## src/logic/scrb_pkg.sv

```systemverilog
// Constants for the serializer configuration register bank.
// Assumes one pixel-domain clock and a synchronous active-low reset.
package scrb_pkg;

    // ----------------------------------------------------------------
    // Register offsets
    // ----------------------------------------------------------------
    localparam logic [7:0] ADDR_LINK_CTRL = 8'h04;
    localparam logic [7:0] ADDR_OUT_DRIVE = 8'h05;
    localparam logic [7:0] ADDR_RSVD_A    = 8'h06;
    localparam logic [7:0] ADDR_RSVD_B    = 8'h07;
    localparam logic [7:0] ADDR_FAULT     = 8'h08;
    localparam logic [7:0] ADDR_RSVD_C    = 8'h0C;
    localparam logic [7:0] ADDR_IRQ_MAP   = 8'h0D;
    localparam logic [7:0] ADDR_DEV_ID    = 8'h1E;
    localparam logic [7:0] ADDR_REV       = 8'h1F;

    // ----------------------------------------------------------------
    // Values after reset
    // ----------------------------------------------------------------
    localparam logic [7:0] RST_LINK_CTRL = 8'h03;
    localparam logic [7:0] RST_OUT_DRIVE = 8'h70;
    localparam logic [7:0] RST_RSVD_A    = 8'h40;
    localparam logic [7:0] RST_RSVD_B    = 8'h22;
    localparam logic [7:0] RST_RSVD_C    = 8'h70;
    localparam logic [7:0] RST_IRQ_MAP   = 8'h0F;
    localparam logic [7:0] RST_FAULT     = 8'h0A;

    // ----------------------------------------------------------------
    // Field positions
    // ----------------------------------------------------------------
    localparam int BIT_SER_EN      = 7;
    localparam int BIT_CFG_LINK    = 6;
    localparam int BIT_PRBS        = 5;
    localparam int BIT_SLEEP       = 4;
    localparam int TYPE_LSB        = 2;
    localparam int BIT_REV_CC      = 1;
    localparam int BIT_FWD_CC      = 0;
    localparam int BIT_ADDR_METHOD = 7;
    localparam int BIT_FPLL_DIS    = 6;
    localparam int SWING_LSB       = 4;
    localparam int EMPH_LSB        = 0;
    localparam int BIT_IRQ         = 7;
    localparam int BIT_RSVD_DIS    = 4;
    localparam int SKEW_LSB        = 0;

    // ----------------------------------------------------------------
    // Field encodings
    // ----------------------------------------------------------------
    localparam logic [1:0] TYPE_I2C    = 2'h0;
    localparam logic [1:0] SWING_400MV = 2'h3;
    localparam logic [3:0] EMPH_NONE   = 4'h0;
    localparam logic [3:0] SKEW_NONE   = 4'hF;

    // ----------------------------------------------------------------
    // Pin synchroniser: bit order autostart, direction, width, pos, neg, audio data, sck, ws
    // ----------------------------------------------------------------
    localparam int          N_ASYNC      = 10;
    localparam logic [9:0]  SYNC_RST     = 10'h050;
    localparam logic [2:0]  STRAP_SETTLE = 3'h6;

    typedef enum logic [0:0] {ST_WAIT, ST_DONE} scrb_strap_t;

endpackage : scrb_pkg

```

## src/logic/scrb_top.sv

```systemverilog
// Configuration register bank and input mapping of a video serializer.
// Assumes a register port fed by the control channel decoder, same clock.
// Contract
// - Autostart strap sets serial link enable inverted
// - Config link enable resets to zero
// - Pseudo-random test enable resets to zero
// - Sleep default from direction and autostart straps
// - Interface type resets 00, meaning I2C
// - Reverse control channel enable resets to one
// - Forward control channel enable resets to one
// - Addressing bit zero means register address carried
// - Filter PLL disable resets to one
// - Swing field resets 11, meaning 400mV
// - Emphasis resets 0000, meaning no preemphasis
// - Fault register read-only, two bits per leg
// - Remote interrupt drive resets zero, output low
// - Reserved bit on position 27 by default
// - Skew field resets 1111, no adjustment
// - Revision register read-only, upper nibble zero
// - Two input widths, three or four lanes
// - Three-lane mode ignores fourth lane, aux inputs
// - Audio pins feed I2S in both modes
// - Autostart low starts link, high stays idle
module scrb_top
    import scrb_pkg::*;
#(
    parameter logic [7:0] DEV_ID_VALUE = 8'hA5, // Arbitrary value
    parameter logic [3:0] REV_VALUE    = 4'h1   // Arbitrary value
) (
    input  wire logic        sys_clk,
    input  wire logic        rst_n,
    input  wire logic        autostart_pin,
    input  wire logic        control_direction_pin,
    input  wire logic        bus_width_pin,
    input  wire logic [1:0]  pos_leg_fault_in,
    input  wire logic [1:0]  neg_leg_fault_in,
    input  wire logic        audio_data_or_ctrl_zero,
    input  wire logic        audio_sck,
    input  wire logic        audio_ws,
    input  wire logic [27:0] lvds_bits_in,
    input  wire logic        aux_control_one,
    input  wire logic        aux_control_two,
    input  wire logic        reg_wr_en,
    input  wire logic        reg_rd_en,
    input  wire logic [7:0]  reg_addr,
    input  wire logic [7:0]  reg_wdata,
    output logic [7:0]       reg_rdata_r,
    output logic             reg_rd_valid_r,
    output logic             serial_link_enable_bit,
    output logic             config_link_enable_bit,
    output logic             pseudo_random_test_enable,
    output logic             sleep_mode,
    output logic [1:0]       base_mode_interface_type,
    output logic             reverse_ctrl_chan_enable,
    output logic             forward_ctrl_chan_enable,
    output logic             packet_addressing_method,
    output logic             filter_pll_disable,
    output logic [1:0]       output_swing_level,
    output logic [3:0]       emphasis_setting,
    output logic             remote_irq_drive,
    output logic             reserved_bit_disable,
    output logic [3:0]       lane_skew_adjust,
    output logic             iface_is_i2c_r,
    output logic             packet_has_reg_addr_r,
    output logic             swing_is_400mv_r,
    output logic             emphasis_active_r,
    output logic             skew_adjust_active_r,
    output logic             four_lane_mode_r,
    output logic             straps_done_r,
    output logic [28:0]      payload_r,
    output logic [2:0]       i2s_audio_r
);

    // ----------------------------------------------------------------
    // Decode helpers
    // ----------------------------------------------------------------
    // Registers that software may not change
    function automatic logic is_read_only(input logic [7:0] a);
        is_read_only = (a == ADDR_FAULT) || (a == ADDR_DEV_ID) || (a == ADDR_REV);
    endfunction : is_read_only

    // Register write hit at one offset
    function automatic logic wr_hit(input logic en, input logic [7:0] a,
                                    input logic [7:0] target);
        wr_hit = en && (a == target) && !is_read_only(a);
    endfunction : wr_hit

    // ----------------------------------------------------------------
    // Pin synchronisers
    // ----------------------------------------------------------------
    logic [N_ASYNC-1:0] async_in;
    logic [N_ASYNC-1:0] sync1_r;
    logic [N_ASYNC-1:0] sync2_r;
    logic [N_ASYNC-1:0] sync3_r;
    logic [N_ASYNC-1:0] filt_r;

    // Pack pins in package order
    assign async_in = {audio_ws, audio_sck, audio_data_or_ctrl_zero, neg_leg_fault_in,
                       pos_leg_fault_in, bus_width_pin, control_direction_pin,
                       autostart_pin};

    // Three stages, change taken once stages two and three agree
    for (genvar g = 0; g < N_ASYNC; g++) begin : g_sync
        always_ff @(posedge sys_clk) begin
            if (!rst_n) begin
                sync1_r[g] <= SYNC_RST[g];                   // Idle level, no false change
                sync2_r[g] <= SYNC_RST[g];
                sync3_r[g] <= SYNC_RST[g];
                filt_r[g]  <= SYNC_RST[g];
            end else begin
                sync1_r[g] <= async_in[g];
                sync2_r[g] <= sync1_r[g];
                sync3_r[g] <= sync2_r[g];
                if (sync2_r[g] == sync3_r[g]) begin
                    filt_r[g] <= sync3_r[g];
                end
            end
        end
    end

    logic       autostart_f;
    logic       direction_f;
    logic       width_f;
    logic [3:0] fault_f;

    // Filtered pin views
    assign autostart_f = filt_r[0];
    assign direction_f = filt_r[1];
    assign width_f     = filt_r[2];
    assign fault_f     = {filt_r[6:5], filt_r[4:3]};

    // ----------------------------------------------------------------
    // Strap capture after reset release
    // ----------------------------------------------------------------
    scrb_strap_t strap_r;
    logic [2:0]  settle_r;
    logic        strap_load;

    assign strap_load = (strap_r == ST_WAIT) && (settle_r == STRAP_SETTLE);

    // Wait for synchronisers to settle, then latch once
    always_ff @(posedge sys_clk) begin
        if (!rst_n) begin
            strap_r  <= ST_WAIT;
            settle_r <= 3'h0;
        end else begin
            unique case (strap_r)
                ST_WAIT: begin
                    settle_r <= settle_r + 3'h1;
                    if (strap_load) begin
                        strap_r <= ST_DONE;
                    end
                end
                ST_DONE: begin
                    settle_r <= settle_r;
                end
            endcase
        end
    end

    // ----------------------------------------------------------------
    // Register storage
    // ----------------------------------------------------------------
    logic [7:0] link_ctrl_r;
    logic [7:0] out_drive_r;
    logic [7:0] rsvd_a_r;
    logic [7:0] rsvd_b_r;
    logic [7:0] rsvd_c_r;
    logic [7:0] irq_map_r;
    logic       wr_ok;
    logic       strap_link_en;
    logic       strap_sleep;
    logic [7:0] link_ctrl_nxt;

    // Writes accepted only once the straps are latched
    assign wr_ok       = reg_wr_en && (strap_r == ST_DONE);
    assign strap_link_en = !autostart_f;
    assign strap_sleep   = direction_f && autostart_f;
    assign link_ctrl_nxt = {strap_link_en, link_ctrl_r[6:5], strap_sleep, link_ctrl_r[3:0]};

    // Link and channel control, strap-loaded once
    always_ff @(posedge sys_clk) begin
        if (!rst_n) begin
            link_ctrl_r <= RST_LINK_CTRL;
        end else if (strap_load) begin
            link_ctrl_r <= link_ctrl_nxt;
        end else if (wr_hit(wr_ok, reg_addr, ADDR_LINK_CTRL)) begin
            link_ctrl_r <= reg_wdata;
        end
    end

    // Remaining writable registers
    always_ff @(posedge sys_clk) begin
        if (!rst_n) begin
            out_drive_r <= RST_OUT_DRIVE;
            rsvd_a_r    <= RST_RSVD_A;
            rsvd_b_r    <= RST_RSVD_B;
            rsvd_c_r    <= RST_RSVD_C;
            irq_map_r   <= RST_IRQ_MAP;
        end else begin
            if (wr_hit(wr_ok, reg_addr, ADDR_OUT_DRIVE)) out_drive_r <= reg_wdata;
            if (wr_hit(wr_ok, reg_addr, ADDR_RSVD_A))    rsvd_a_r    <= reg_wdata;
            if (wr_hit(wr_ok, reg_addr, ADDR_RSVD_B))    rsvd_b_r    <= reg_wdata;
            if (wr_hit(wr_ok, reg_addr, ADDR_RSVD_C))    rsvd_c_r    <= reg_wdata;
            if (wr_hit(wr_ok, reg_addr, ADDR_IRQ_MAP)) begin
                irq_map_r <= {reg_wdata[7], 2'h0, reg_wdata[4:0]};
            end
        end
    end

    // ----------------------------------------------------------------
    // Read path
    // ----------------------------------------------------------------
    logic [7:0] rd_mux;

    // Read-only values come from live status or parameters, never from writes
    assign rd_mux = (reg_addr == ADDR_LINK_CTRL) ? link_ctrl_r :
                    (reg_addr == ADDR_OUT_DRIVE) ? out_drive_r :
                    (reg_addr == ADDR_RSVD_A)    ? rsvd_a_r :
                    (reg_addr == ADDR_RSVD_B)    ? rsvd_b_r :
                    (reg_addr == ADDR_FAULT)     ? {4'h0, fault_f} :
                    (reg_addr == ADDR_RSVD_C)    ? rsvd_c_r :
                    (reg_addr == ADDR_IRQ_MAP)   ? irq_map_r :
                    (reg_addr == ADDR_DEV_ID)    ? DEV_ID_VALUE :
                    (reg_addr == ADDR_REV)       ? {4'h0, REV_VALUE} :
                    8'h00;

    // One-cycle read answer
    always_ff @(posedge sys_clk) begin
        if (!rst_n) begin
            reg_rdata_r    <= 8'h00;
            reg_rd_valid_r <= 1'b0;
        end else begin
            reg_rd_valid_r <= reg_rd_en;
            if (reg_rd_en) reg_rdata_r <= rd_mux;
        end
    end

    // ----------------------------------------------------------------
    // Field outputs
    // ----------------------------------------------------------------
    assign serial_link_enable_bit    = link_ctrl_r[BIT_SER_EN];
    assign config_link_enable_bit    = link_ctrl_r[BIT_CFG_LINK];
    assign pseudo_random_test_enable = link_ctrl_r[BIT_PRBS];
    assign sleep_mode                = link_ctrl_r[BIT_SLEEP];
    assign base_mode_interface_type  = link_ctrl_r[TYPE_LSB +: 2];
    assign reverse_ctrl_chan_enable  = link_ctrl_r[BIT_REV_CC];
    assign forward_ctrl_chan_enable  = link_ctrl_r[BIT_FWD_CC];
    assign packet_addressing_method  = out_drive_r[BIT_ADDR_METHOD];
    assign filter_pll_disable        = out_drive_r[BIT_FPLL_DIS];
    assign output_swing_level        = out_drive_r[SWING_LSB +: 2];
    assign emphasis_setting          = out_drive_r[EMPH_LSB +: 4];
    assign remote_irq_drive          = irq_map_r[BIT_IRQ];
    assign reserved_bit_disable      = irq_map_r[BIT_RSVD_DIS];
    assign lane_skew_adjust          = irq_map_r[SKEW_LSB +: 4];
    assign straps_done_r             = (strap_r == ST_DONE);

    // ----------------------------------------------------------------
    // Decoded modes and input mapping
    // ----------------------------------------------------------------
    logic        bit27_sel;
    logic [28:0] payload_nxt;

    // Reserved bit or aux control one on position 27
    assign bit27_sel   = reserved_bit_disable ? aux_control_one : lvds_bits_in[27];
    assign payload_nxt = width_f ? {aux_control_two, bit27_sel, lvds_bits_in[26:0]}
                                 : {8'h00, lvds_bits_in[20:0]};

    // Registered decodes, payload and audio
    always_ff @(posedge sys_clk) begin
        if (!rst_n) begin
            iface_is_i2c_r        <= 1'b1;
            packet_has_reg_addr_r <= 1'b1;
            swing_is_400mv_r      <= 1'b1;
            emphasis_active_r     <= 1'b0;
            skew_adjust_active_r  <= 1'b0;
            four_lane_mode_r      <= 1'b0;
            payload_r             <= 29'h0000_0000;
            i2s_audio_r           <= 3'h0;
        end else begin
            iface_is_i2c_r        <= (base_mode_interface_type == TYPE_I2C);
            packet_has_reg_addr_r <= !packet_addressing_method;
            swing_is_400mv_r      <= (output_swing_level == SWING_400MV);
            emphasis_active_r     <= (emphasis_setting != EMPH_NONE);
            skew_adjust_active_r  <= (lane_skew_adjust != SKEW_NONE);
            four_lane_mode_r      <= width_f;
            payload_r             <= payload_nxt;
            i2s_audio_r           <= filt_r[9:7];
        end
    end
endmodule : scrb_top

```

## config.mk

```make
export PLATFORM = sky130hd
export DESIGN_NAME = scrb_top
export DESIGN_NICKNAME = d
export VERILOG_FILES = /design/src/logic/scrb_pkg.sv /design/src/logic/scrb_top.sv
export SDC_FILE = /design/constraint.sdc
export NUM_CORES = 1
export LEC_CHECK = 0
export ABC_AREA = 1
export BUFFER_PORTS_ARGS = -buffer_cell sky130_fd_sc_hd__buf_2
export CAP_MARGIN = 20
export CORE_ASPECT_RATIO = 1.25
export CORE_UTILIZATION = 47
export CTS_CLUSTER_DIAMETER = 80
export DETAILED_ROUTE_END_ITERATION = 7
export PLACE_DENSITY = 0.75
export SYNTH_ARGS = -nofsm -noshare
export SYNTH_HDL_FRONTEND = slang
export SYNTH_SLANG_ARGS = --single-unit
```

## constraint.sdc

```tcl
create_clock -name sys_clk -period 1.3 [get_ports sys_clk]
set_input_delay 0.195 -clock sys_clk [delete_from_list [all_inputs] [get_ports sys_clk]]
set_output_delay 0.195 -clock sys_clk [all_outputs]
set_load 0.03 [all_outputs]
```

==> results.yml, run 1 <==
worst_setup_path:
  worstPathArrival_ns: 1.06
  worstSetupEndpointType: "primary output"
  crit_fanout: 4
  path_buf_inv: 1
  worstPathCellList: "buf_2"
  crit_path_top_delay_cell: "dfxtp_1"
  rrSetupSlack_ns: 0.10
  required_ns: 1.11
  crit_family: "flip-flops"
  max_stage_delay_ns: 0.42
  crit_type: "flop to primary output"
  cp-start-kind: "flop"
drt:
  vias: 4657
  ant_nets: 0
  routed_wl_um: 12600
  wire_per_inst_um: 13.1
  first_iter_violations: 212
  viasPerCell: 4.83
  route.detailed.drc: 0
  first_pass_iters: 7
hold_path:
  hold_path.class: "input port to flop"
timing:
  period_minus_slack_ns: 1.25
  fin_tns_setup_ns: 0
  fin_crit_sh: 0.964
  slew_viol_final: 0
  holdWs_ns: 0.00979
  clock_skew_ns: 0.00870
  slew_headroom: 0.736
  setup_slack_ns: 0.0466
  rsz0062_at_grt: "no"
  finalSetupViolations: 0
  max_freq_mhz: 798
  finalHoldViolCount: 0
  tightest_slew_ns: 0.396
cells_and_area:
  instances_no_fill: 964
  fin_util: 0.679
  final_area_um2: 6970
  finalNetCount: 885
  insertedDiodeCount: 0
  drive_gt1_frac: 0.280
  nFillCells: 838
  syn_to_final_growth_pct: 38.9
yosys:
  yosys.cell_types.count: 33
  synth_seq_cells: 137
  synth_mux_area_frac: 0
  yosys_warnings: 0
  synth-simple-area-share: 0.208
  synth_compound_area_frac: 0.134
  yosys.area_share.xor_xnor: 0
  synth_nets: 686
  syn_avg_cell_area_um2: 8.04
  syn_inst: 624
  syn_area_um2: 5020
  synth_adder_area_share: 0.00499
  synth_top_family_by_area: "simple AND/OR/NAND/NOR gates"
  seq_area_frac_synth: 0.546
clock_network:
  insertion_delay_ns: 0.41
  clk_path_buf_depth: 2
  cts_setup_buffers: 0
  cts_max_level: 4
  clock-sinks: 137
  cts_root_buf: "clkbuf_16"
  cts_tree: "yes"
  numCtsBuffers: 17
  clkTransAtPathRegs_ns: 0.06
place:
  dp_hpwl_um: 8650
  gp_congestion: 0.843
  dpl_cell_area_um2: 6040
  port_buffers: 129
  place_ws_ns: -0.185
  dp_cells: 896
power:
  power_density_nw_per_um2: 1350
  power_mw: 9.42
  p_leak_nw: 3.73
  peakVddDrop_v: 0.000980
floorplan:
  dieArea_um2: 11100
  fp-row-count: 41
  die_w_um: 94.4
  fp.coreArea_um2: 10300
  start_util: 0.489
  io_pins: 130
  dieHeight_um: 118
global_routing:
  grt_pass1_wl_um: 20800
  grt.overflow.total: 0
  grt_pass1_vias: 4611
  grt_max_degree: 44
  grtUsageTotal: 0.243
  antenna_found_initial: 1
run_status:
  status: "finished, final reports clean"
job:
  drv_cap: 0
-- cell usage after synthesis (all sizes together) --
cell type  count  area, µm²
o211ai        16        130
nand2        137        544
a21oi         56        280
or2            6       37.5
ha             2       25.0
inv          120        453
and3           1       6.26
nand3         23        115
buf           11       51.3
clkbuf         8       30.0
o21ai         35        175
clkinv         1       3.75
dfxtp        137       2740
o22ai          1       6.26
o21bai         4       30.0
nand4          5       31.3
a211oi         2       25.0
nor3           3       26.3
a31oi          1       6.26
a41oi          2       17.5
nor2          53        282
-- per-layer routing --
| metal | vias up | wire [µm] | track usage |
|---|---|---|---|
| met5 | - | 0 | 0 |
| met1 | 2135 | 4970 | 0.255 |
| li1 | 2339 | - | - |
| met3 | 28 | 661 | 0.0652 |
| met4 | 0 | 369 | 0.121 |
| met2 | 155 | 6620 | 0.433 |
-- flip-flops by register name, summed over array words and instances, names as in the netlist, 3 cells and up --
name,cells
rsvd_c_r,8
rsvd_a_r,8
fault_f,4
link_ctrl_r,8
reg_rdata_r,8
payload_r,29
i2s_audio_r,3
sync2_r,10
irq_map_r,6
rsvd_b_r,8
sync3_r,10
sync1_r,10
out_drive_r,8
filt_r,3
settle_r,3
-- path summary, 6_finish.rpt --
path                    start               endpoint  cells after the start
max            out_drive_r[4]  output_swing_level[0]                      1
min          lvds_bits_in[26]          payload_r[26]                      3
max reg2reg     straps_done_r           irq_map_r[7]                      6
min reg2reg        sync1_r[6]             sync2_r[6]                      1
-- cells by family (layout without fill, tap and decap cells) --
| family | after synthesis | in the layout |
|---|---|---|
| simple gates | 228 | 228 |
| buf+inv | 140 | 351 |
| flops | 137 | 137 |
| compound gates | 117 | 117 |
| fa+ha+maj | 2 | 2 |
-- area by class of cell --
type,instances,area [µm²],area share
clock buffers,17,425,0.0610
clock inverters,14,128,0.0183
multi-input cells,347,1750,0.251
inverters,121,457,0.0655
well taps,129,161,0.0232
flip-flops and latches,137,2740,0.394
repair buffers,199,1300,0.187
-- repair_timing --
item	4_1_cts	5_1_grt
endpoints found under the setup margin	0	6
resized for setup	0	4
hold buffers	37	0
hold endpoints to repair	37	0
-- cells in the final DEF, fill, tap and decap left out, types with 2 or more instances in the layout --
| cell type | netlist | final |
|---|---|---|
| nor2_1 | 44 | 43 |
| a41oi_1 | 2 | 2 |
| inv_2 | 8 | 8 |
| o21ai_1 | 2 | 2 |
| clkbuf_16 | 0 | 17 |
| ha_1 | 2 | 2 |
| or2_2 | 6 | 6 |
| nand2_2 | 6 | 7 |
| buf_4 | 1 | 31 |
| nand2_4 | 2 | 3 |
| nor2_2 | 4 | 5 |
| buf_2 | 5 | 128 |
| o211ai_1 | 14 | 14 |
| clkinvlp_4 | 0 | 4 |
| nand4_1 | 5 | 5 |
| o21bai_1 | 4 | 4 |
| nor3_1 | 2 | 2 |
| a211oi_2 | 2 | 2 |
| dfxtp_1 | 137 | 136 |
| buf_12 | 0 | 3 |
| clkinv_4 | 0 | 4 |
| o211ai_2 | 2 | 2 |
| nor2_8 | 4 | 4 |
| dlygate4sd3_1 | 0 | 37 |
| inv_1 | 111 | 111 |
| a21oi_1 | 56 | 56 |
| o21ai_0 | 33 | 33 |
| inv_6 | 0 | 2 |
| nand3_1 | 23 | 23 |
| clkinv_2 | 0 | 3 |
| nand2_1 | 129 | 127 |
-- power breakdown --
part	leakage (nW)	internal (mW)	switching (mW)
combinational	2.35	0.275	0.379
clock	0.261	2.62	1.82
sequential	1.12	4.29	0.0337
total	3.73	7.19	2.23
(Power assumes the default switching activity.)
==> run 2: changes to the inputs <==
==> constraint.sdc (replaced) <==
create_clock -name sys_clk -period 1.1 [get_ports sys_clk]
set_input_delay 0.165 -clock sys_clk [delete_from_list [all_inputs] [get_ports sys_clk]]
set_output_delay 0.165 -clock sys_clk [all_outputs]
set_load 0.03 [all_outputs]
==> run 2 against run 1 <==
- wire length is 19% higher
- the run now ends with negative setup slack left
- core utilization up 8.8 points
- global-route usage increased by 1.1 points
==> results.yml, run 2 (synthesis gave the netlist of run 1 again) <==
clock_network:
  insertion_delay_ns: 0.41
  clk_path_buf_depth: 2
  cts_tree: "yes"
  clkTransAtPathRegs_ns: 0.06
  cts_max_level: 4
  cts_root_buf: "clkbuf_16"
  clock-sinks: 137
  numCtsBuffers: 17
hold_path:
  hold_path_startpoint: "aux_control_one"
  hold_path_depth: 3
  hold_path.class: "input port to flop"
  hold_path_end: "payload_r[27]"
timing:
  max_freq_mhz: 842
  fin_crit_sh: 1.08
  setup_slack_ns: -0.0871
  finalHoldViolCount: 0
  slew_viol_final: 0
  rsz0062_at_grt: "yes"
  period_minus_slack_ns: 1.19
  finalSetupViolations: 20
  holdWs_ns: 0.0131
  slew_headroom: 0.756
  tightest_slew_ns: 0.366
  clock_skew_ns: 0.00542
global_routing:
  grtUsageTotal: 0.253
  grt_pass1_vias: 4843
  grt.overflow.total: 0
  antenna_found_initial: 1
  grt_max_degree: 50
  grt_pass1_wl_um: 21700
worst_setup_path:
  crit_type: "flop to primary output"
  worstReg2RegEnd: "link_ctrl_r[6]"
  rr_worst_depth: 5
  worstSetupEndpointType: "primary output"
  cp-start-kind: "flop"
  required_ns: 0.94
  rrSetupSlack_ns: -0.06
  crit_fanout: 3
  worstPathArrival_ns: 1.02
  r2r_start: "straps_done_r"
cells_and_area:
  instances_no_fill: 990
  top_register: "payload_r"
  insertedDiodeCount: 0
  final_area_um2: 7870
  drive_gt1_frac: 0.372
  syn_to_final_growth_pct: 56.8
  fin_util: 0.767
  final_cell_mix: "nand2_1 (120), dfxtp_1 (110), inv_1 (105)"
  largest_reg_flops: 29
  finalNetCount: 911
  final_common_cell: "nand2_1"
drt:
  routed_wl_um: 15100
  first_pass_iters: 5
  route.detailed.drc: 0
  vias: 5018
  first_iter_violations: 396
  viasPerCell: 5.07
  wire_per_inst_um: 15.2
  ant_nets: 0
floorplan:
  dieArea_um2: 11100
  fp-row-count: 41
  die_w_um: 94.4
  fp.coreArea_um2: 10300
  io_pins: 130
  start_util: 0.489
  dieHeight_um: 118
place:
  dp_hpwl_um: 8960
  gp_congestion: 0.866
  dpl_cell_area_um2: 6160
  dp_cells: 901
  port_buffers: 129
job:
  drv_cap: 0
power:
  power_density_nw_per_um2: 1560
  p_leak_nw: 4.00
  peakVddDrop_v: 0.00108
run_status:
  status: "complete, but fails checks"
  violations: "negative setup slack"
[run 2: changes by cell type in the layout (fill, tap and decap cells not counted), moves of 10 or more]
| cell | delta |
|---|---|
| clkbuf_4 | +13 |
| dfxtp_1 | -26 |
| o21ai_0 | -18 |
| o21ai_2 | +10 |
| dfxtp_2 | +16 |
| buf_2 | -48 |
| buf_4 | +17 |
| dfxtp_4 | +10 |
| buf_6 | +39 |
[run 2: timing repair]
item / CTS / global route
gates resized for setup: 88 / 108
setup endpoints to repair: 50 / 64
hold buffers: 39 / 0
setup buffers: 8 / 10
gates cloned: 0 / 3
hold endpoints to repair: 39 / 0
pin swaps: 4 / 25
[run 2: through the flow]
stage | total power, mW | setup TNS, ns | worst slack [ns]
after floorplan | 5.60 | -0.830 | -0.0977
after global placement | 5.91 | -14.48 | -0.352
after detailed placement | 5.93 | -16.90 | -0.404
after CTS | 12.2 | -0.320 | -0.108
after global routing | 12.6 | -1.45 | -0.111
final | 12.2 | -0.605 | -0.0871
[run 2: worst max path at each step]
stage,from,end,slack (ns),depth (start not counted)
final,straps_done_r,straps_done_r,-0.09,2
after global routing,straps_done_r,straps_done_r,-0.11,2
after CTS,straps_done_r,straps_done_r,-0.11,2
after detailed placement,reg_addr[6],rsvd_b_r[2],-0.40,10
after global placement,reg_addr[6],link_ctrl_r[2],-0.35,11
after floorplan,reg_addr[6],link_ctrl_r[0],-0.1,10
[run 2: critical path, stage by stage (launching register included)]
cell and delay, ns:
dfxtp_4 0.37, buf_6 0.12, buf_6 0.13
[run 2: layer usage]
metal  GRT usage  part of all wire  vias to the layer above
li1            -                 -                     2397
met3      0.0620             0.061                       67
met2       0.465              0.52                      224
met1       0.261              0.37                     2328
met4       0.120             0.049                        2
met5           0           0.00086                        -
[run 2: area by class of cell]
type                            count  area [µm²]
Sequential cell                   137        2800
Fill cell                         672        2390
Multi-Input combinational cell    348        1990
Timing Repair Buffer              222        1750
Inverter                          121         503
Clock buffer                       20         457
Clock inverter                     11         194
Tap cell                          129         161
Timing Repair inverter              2        13.8
[run 2: report_power, final]
part | switching [mW] | total (mW) | internal, mW
logic | 0.520 | 0.924 | 0.404
clock network | 2.09 | 6.22 | 4.14
registers | 0.0496 | 5.10 | 5.05
==> run 3: changes to the inputs <==
--- a/config.mk
+++ b/config.mk
@@ -12,6 +12,7 @@
 export CORE_UTILIZATION = 47
 export CTS_CLUSTER_DIAMETER = 80
 export DETAILED_ROUTE_END_ITERATION = 7
+export MAX_ROUTING_LAYER = met4
 export PLACE_DENSITY = 0.75
 export SYNTH_ARGS = -nofsm -noshare
 export SYNTH_HDL_FRONTEND = slang
==> run 3 against run 2 <==
- setup slack got worse by 0.012 ns
- core utilization is 1.7 points lower
- via count decreased by 3.8%
- combinational power decreased by 4.1%
- sequential share of layout area grew 0.84 points
- cell area fell by 2.3%
- register-to-register slack gained 0.03 ns
- highest routed layer is now met4
- count of clock-buffer cells in the layout increased by 1
- the flow still finishes with violations (negative setup slack)
- die area is the same
==> results.yml, run 3 (synthesis gave the netlist of run 1 again) <==
timing:
  max_freq_mhz: 834
  slew_viol_final: 0
  period_minus_slack_ns: 1.20
  setup_slack_ns: -0.0995
  rsz0062_at_grt: "yes"
  fin_crit_sh: 1.09
  slew_headroom: 0.742
  finalSetupViolations: 5
  finalHoldViolCount: 0
  clock_skew_ns: 0.00737
  tightest_slew_ns: 0.386
drt:
  vias: 4828
  top_layer: "met4"
  first_iter_violations: 311
  ant_nets: 0
  route.detailed.drc: 0
  dr_wl_met2_um: 7420
  routed_wl_um: 13900
  wire_per_inst_um: 14.0
  viasPerCell: 4.90
  wl_met3_um: 802
  routedLengthMet1_um: 5210
  first_pass_iters: 6
cells_and_area:
  syn_to_final_growth_pct: 53.3
  final_cell_mix: "nand2_1 (124), dfxtp_1 (111), inv_1 (105)"
  top_register: "payload_r"
  finalNetCount: 905
  final_area_um2: 7690
  multiInputGateArea_um2: 1920
  area.sequential_um2: 2800
  nFillCells: 697
  fin_util: 0.750
  final_common_cell: "nand2_1"
  largest_reg_flops: 29
  drive_gt1_frac: 0.349
worst_setup_path:
  required_ns: 0.94
  crit_fanout: 3
  worstPathArrival_ns: 1.03
  crit_type: "flop to primary output"
  cp-start-kind: "flop"
  worstSetupEndpointType: "primary output"
power:
  peakVddDrop_v: 0.00110
  clkPwrFrac: 0.487
  power_density_nw_per_um2: 1520
  switching_share: 0.223
  p_sw_mw: 2.61
  power_frac_comb: 0.076
  seqPwrFrac: 0.437
  p_leak_nw: 3.95
  power_mw: 11.7
  p_int_mw: 9.06
run_status:
  violations: "negative setup slack"
  status: "complete, but fails checks"
global_routing:
  grt_pass1_vias: 4954
  grt_max_degree: 50
  grt_pass1_wl_um: 22100
  antenna_found_initial: 1
  grt.overflow.total: 0
  grtUsageTotal: 0.264
clock_network:
  cts_max_level: 4
  cts_tree: "yes"
  clk_path_buf_depth: 2
  clock-sinks: 137
  numCtsBuffers: 17
  cts_root_buf: "clkbuf_16"
  insertion_delay_ns: 0.41
  clkTransAtPathRegs_ns: 0.06
place:
  dp_hpwl_um: 8910
  port_buffers: 129
  gp_congestion: 0.910
  dpl_cell_area_um2: 6160
floorplan:
  dieHeight_um: 118
  start_util: 0.489
  dieArea_um2: 11100
  fp-row-count: 41
  io_pins: 130
  die_w_um: 94.4
  fp.coreArea_um2: 10300
job:
  drv_cap: 0
hold_path:
  hold_path.class: "input port to flop"
-- run 3: cell types whose count changed in the layout (fill, tap and decap cells not counted), moves of 3 or more --
cell | before | now
o21ai_2 | 10 | 6
clkbuf_4 | 13 | 7
a21oi_1 | 50 | 55
a21oi_2 | 6 | 1
buf_4 | 48 | 57
nand2_2 | 7 | 4
buf_2 | 80 | 77
o21ai_1 | 10 | 13
nand2_1 | 120 | 124
nor2_4 | 9 | 6
-- run 3: power by group through the flow --
stage                     clock network (mW)  registers [mW]  logic, mW
after detailed placement                   0            5.22      0.712
after global routing                    6.01            5.11      0.960
final                                   5.69            5.10      0.886
after global placement                     0            5.21      0.694
after floorplan                            0            5.32      0.286
after CTS                               5.74            5.11      0.833
-- run 3: path summary, 6_finish.rpt --
check | startpoint | end | slack, ns | depth (start not counted)
hold reg to reg | sync1_r[7] | sync2_r[7] | 0.41 | 2
setup reg to reg | straps_done_r | rsvd_c_r[1] | -0.03 | 5
setup / recovery | straps_done_r | straps_done_r | -0.1 | 2
hold / removal | reg_wdata[6] | rsvd_c_r[6] | 0.03 | 3
-- run 3: layer usage --
| metal | vias to the layer above | track usage |
|---|---|---|
| met5 | - | - |
| met4 | 0 | 0.119 |
| met3 | 38 | 0.0640 |
| met2 | 173 | 0.458 |
| met1 | 2232 | 0.277 |
| li1 | 2385 | - |
-- run 3: worst max-delay path, stage by stage (launching register included) --
cell and delay (ns):
dfxtp_4 0.39, buf_6 0.11, buf_6 0.12
-- run 3: layout make-up --
class / instances / area share
sequential: 137 / 0.364
multi-input combinational: 347 / 0.249
timing repair buffer: 219 / 0.223
inverter: 121 / 0.0647
clock buffer: 21 / 0.0586
tap: 129 / 0.0210
clock inverter: 11 / 0.0192
antenna: 1 / 0.000325
-- run 3: repair_timing --
action | 4_1_cts | 5_1_grt
endpoints found under the hold margin | 39 | 0
gates resized for setup | 88 | 97
endpoints found under the setup margin | 44 | 73
cloned | 0 | 0
hold buffers | 39 | 0
pin swaps | 1 | 18
setup buffers | 8 | 8
-- run 3: stage by stage --
step,setup WS (ns),setup TNS [ns],std cells,hold WS (ns)
after floorplan,-0.0977,-0.830,624,0.258
after global placement,-0.353,-14.60,900,0.343
after detailed placement,-0.380,-16.88,900,0.350
after CTS,-0.104,-0.264,977,0.0174
after global routing,-0.128,-0.720,986,0.0302
final,-0.0995,-0.232,986,0.0321
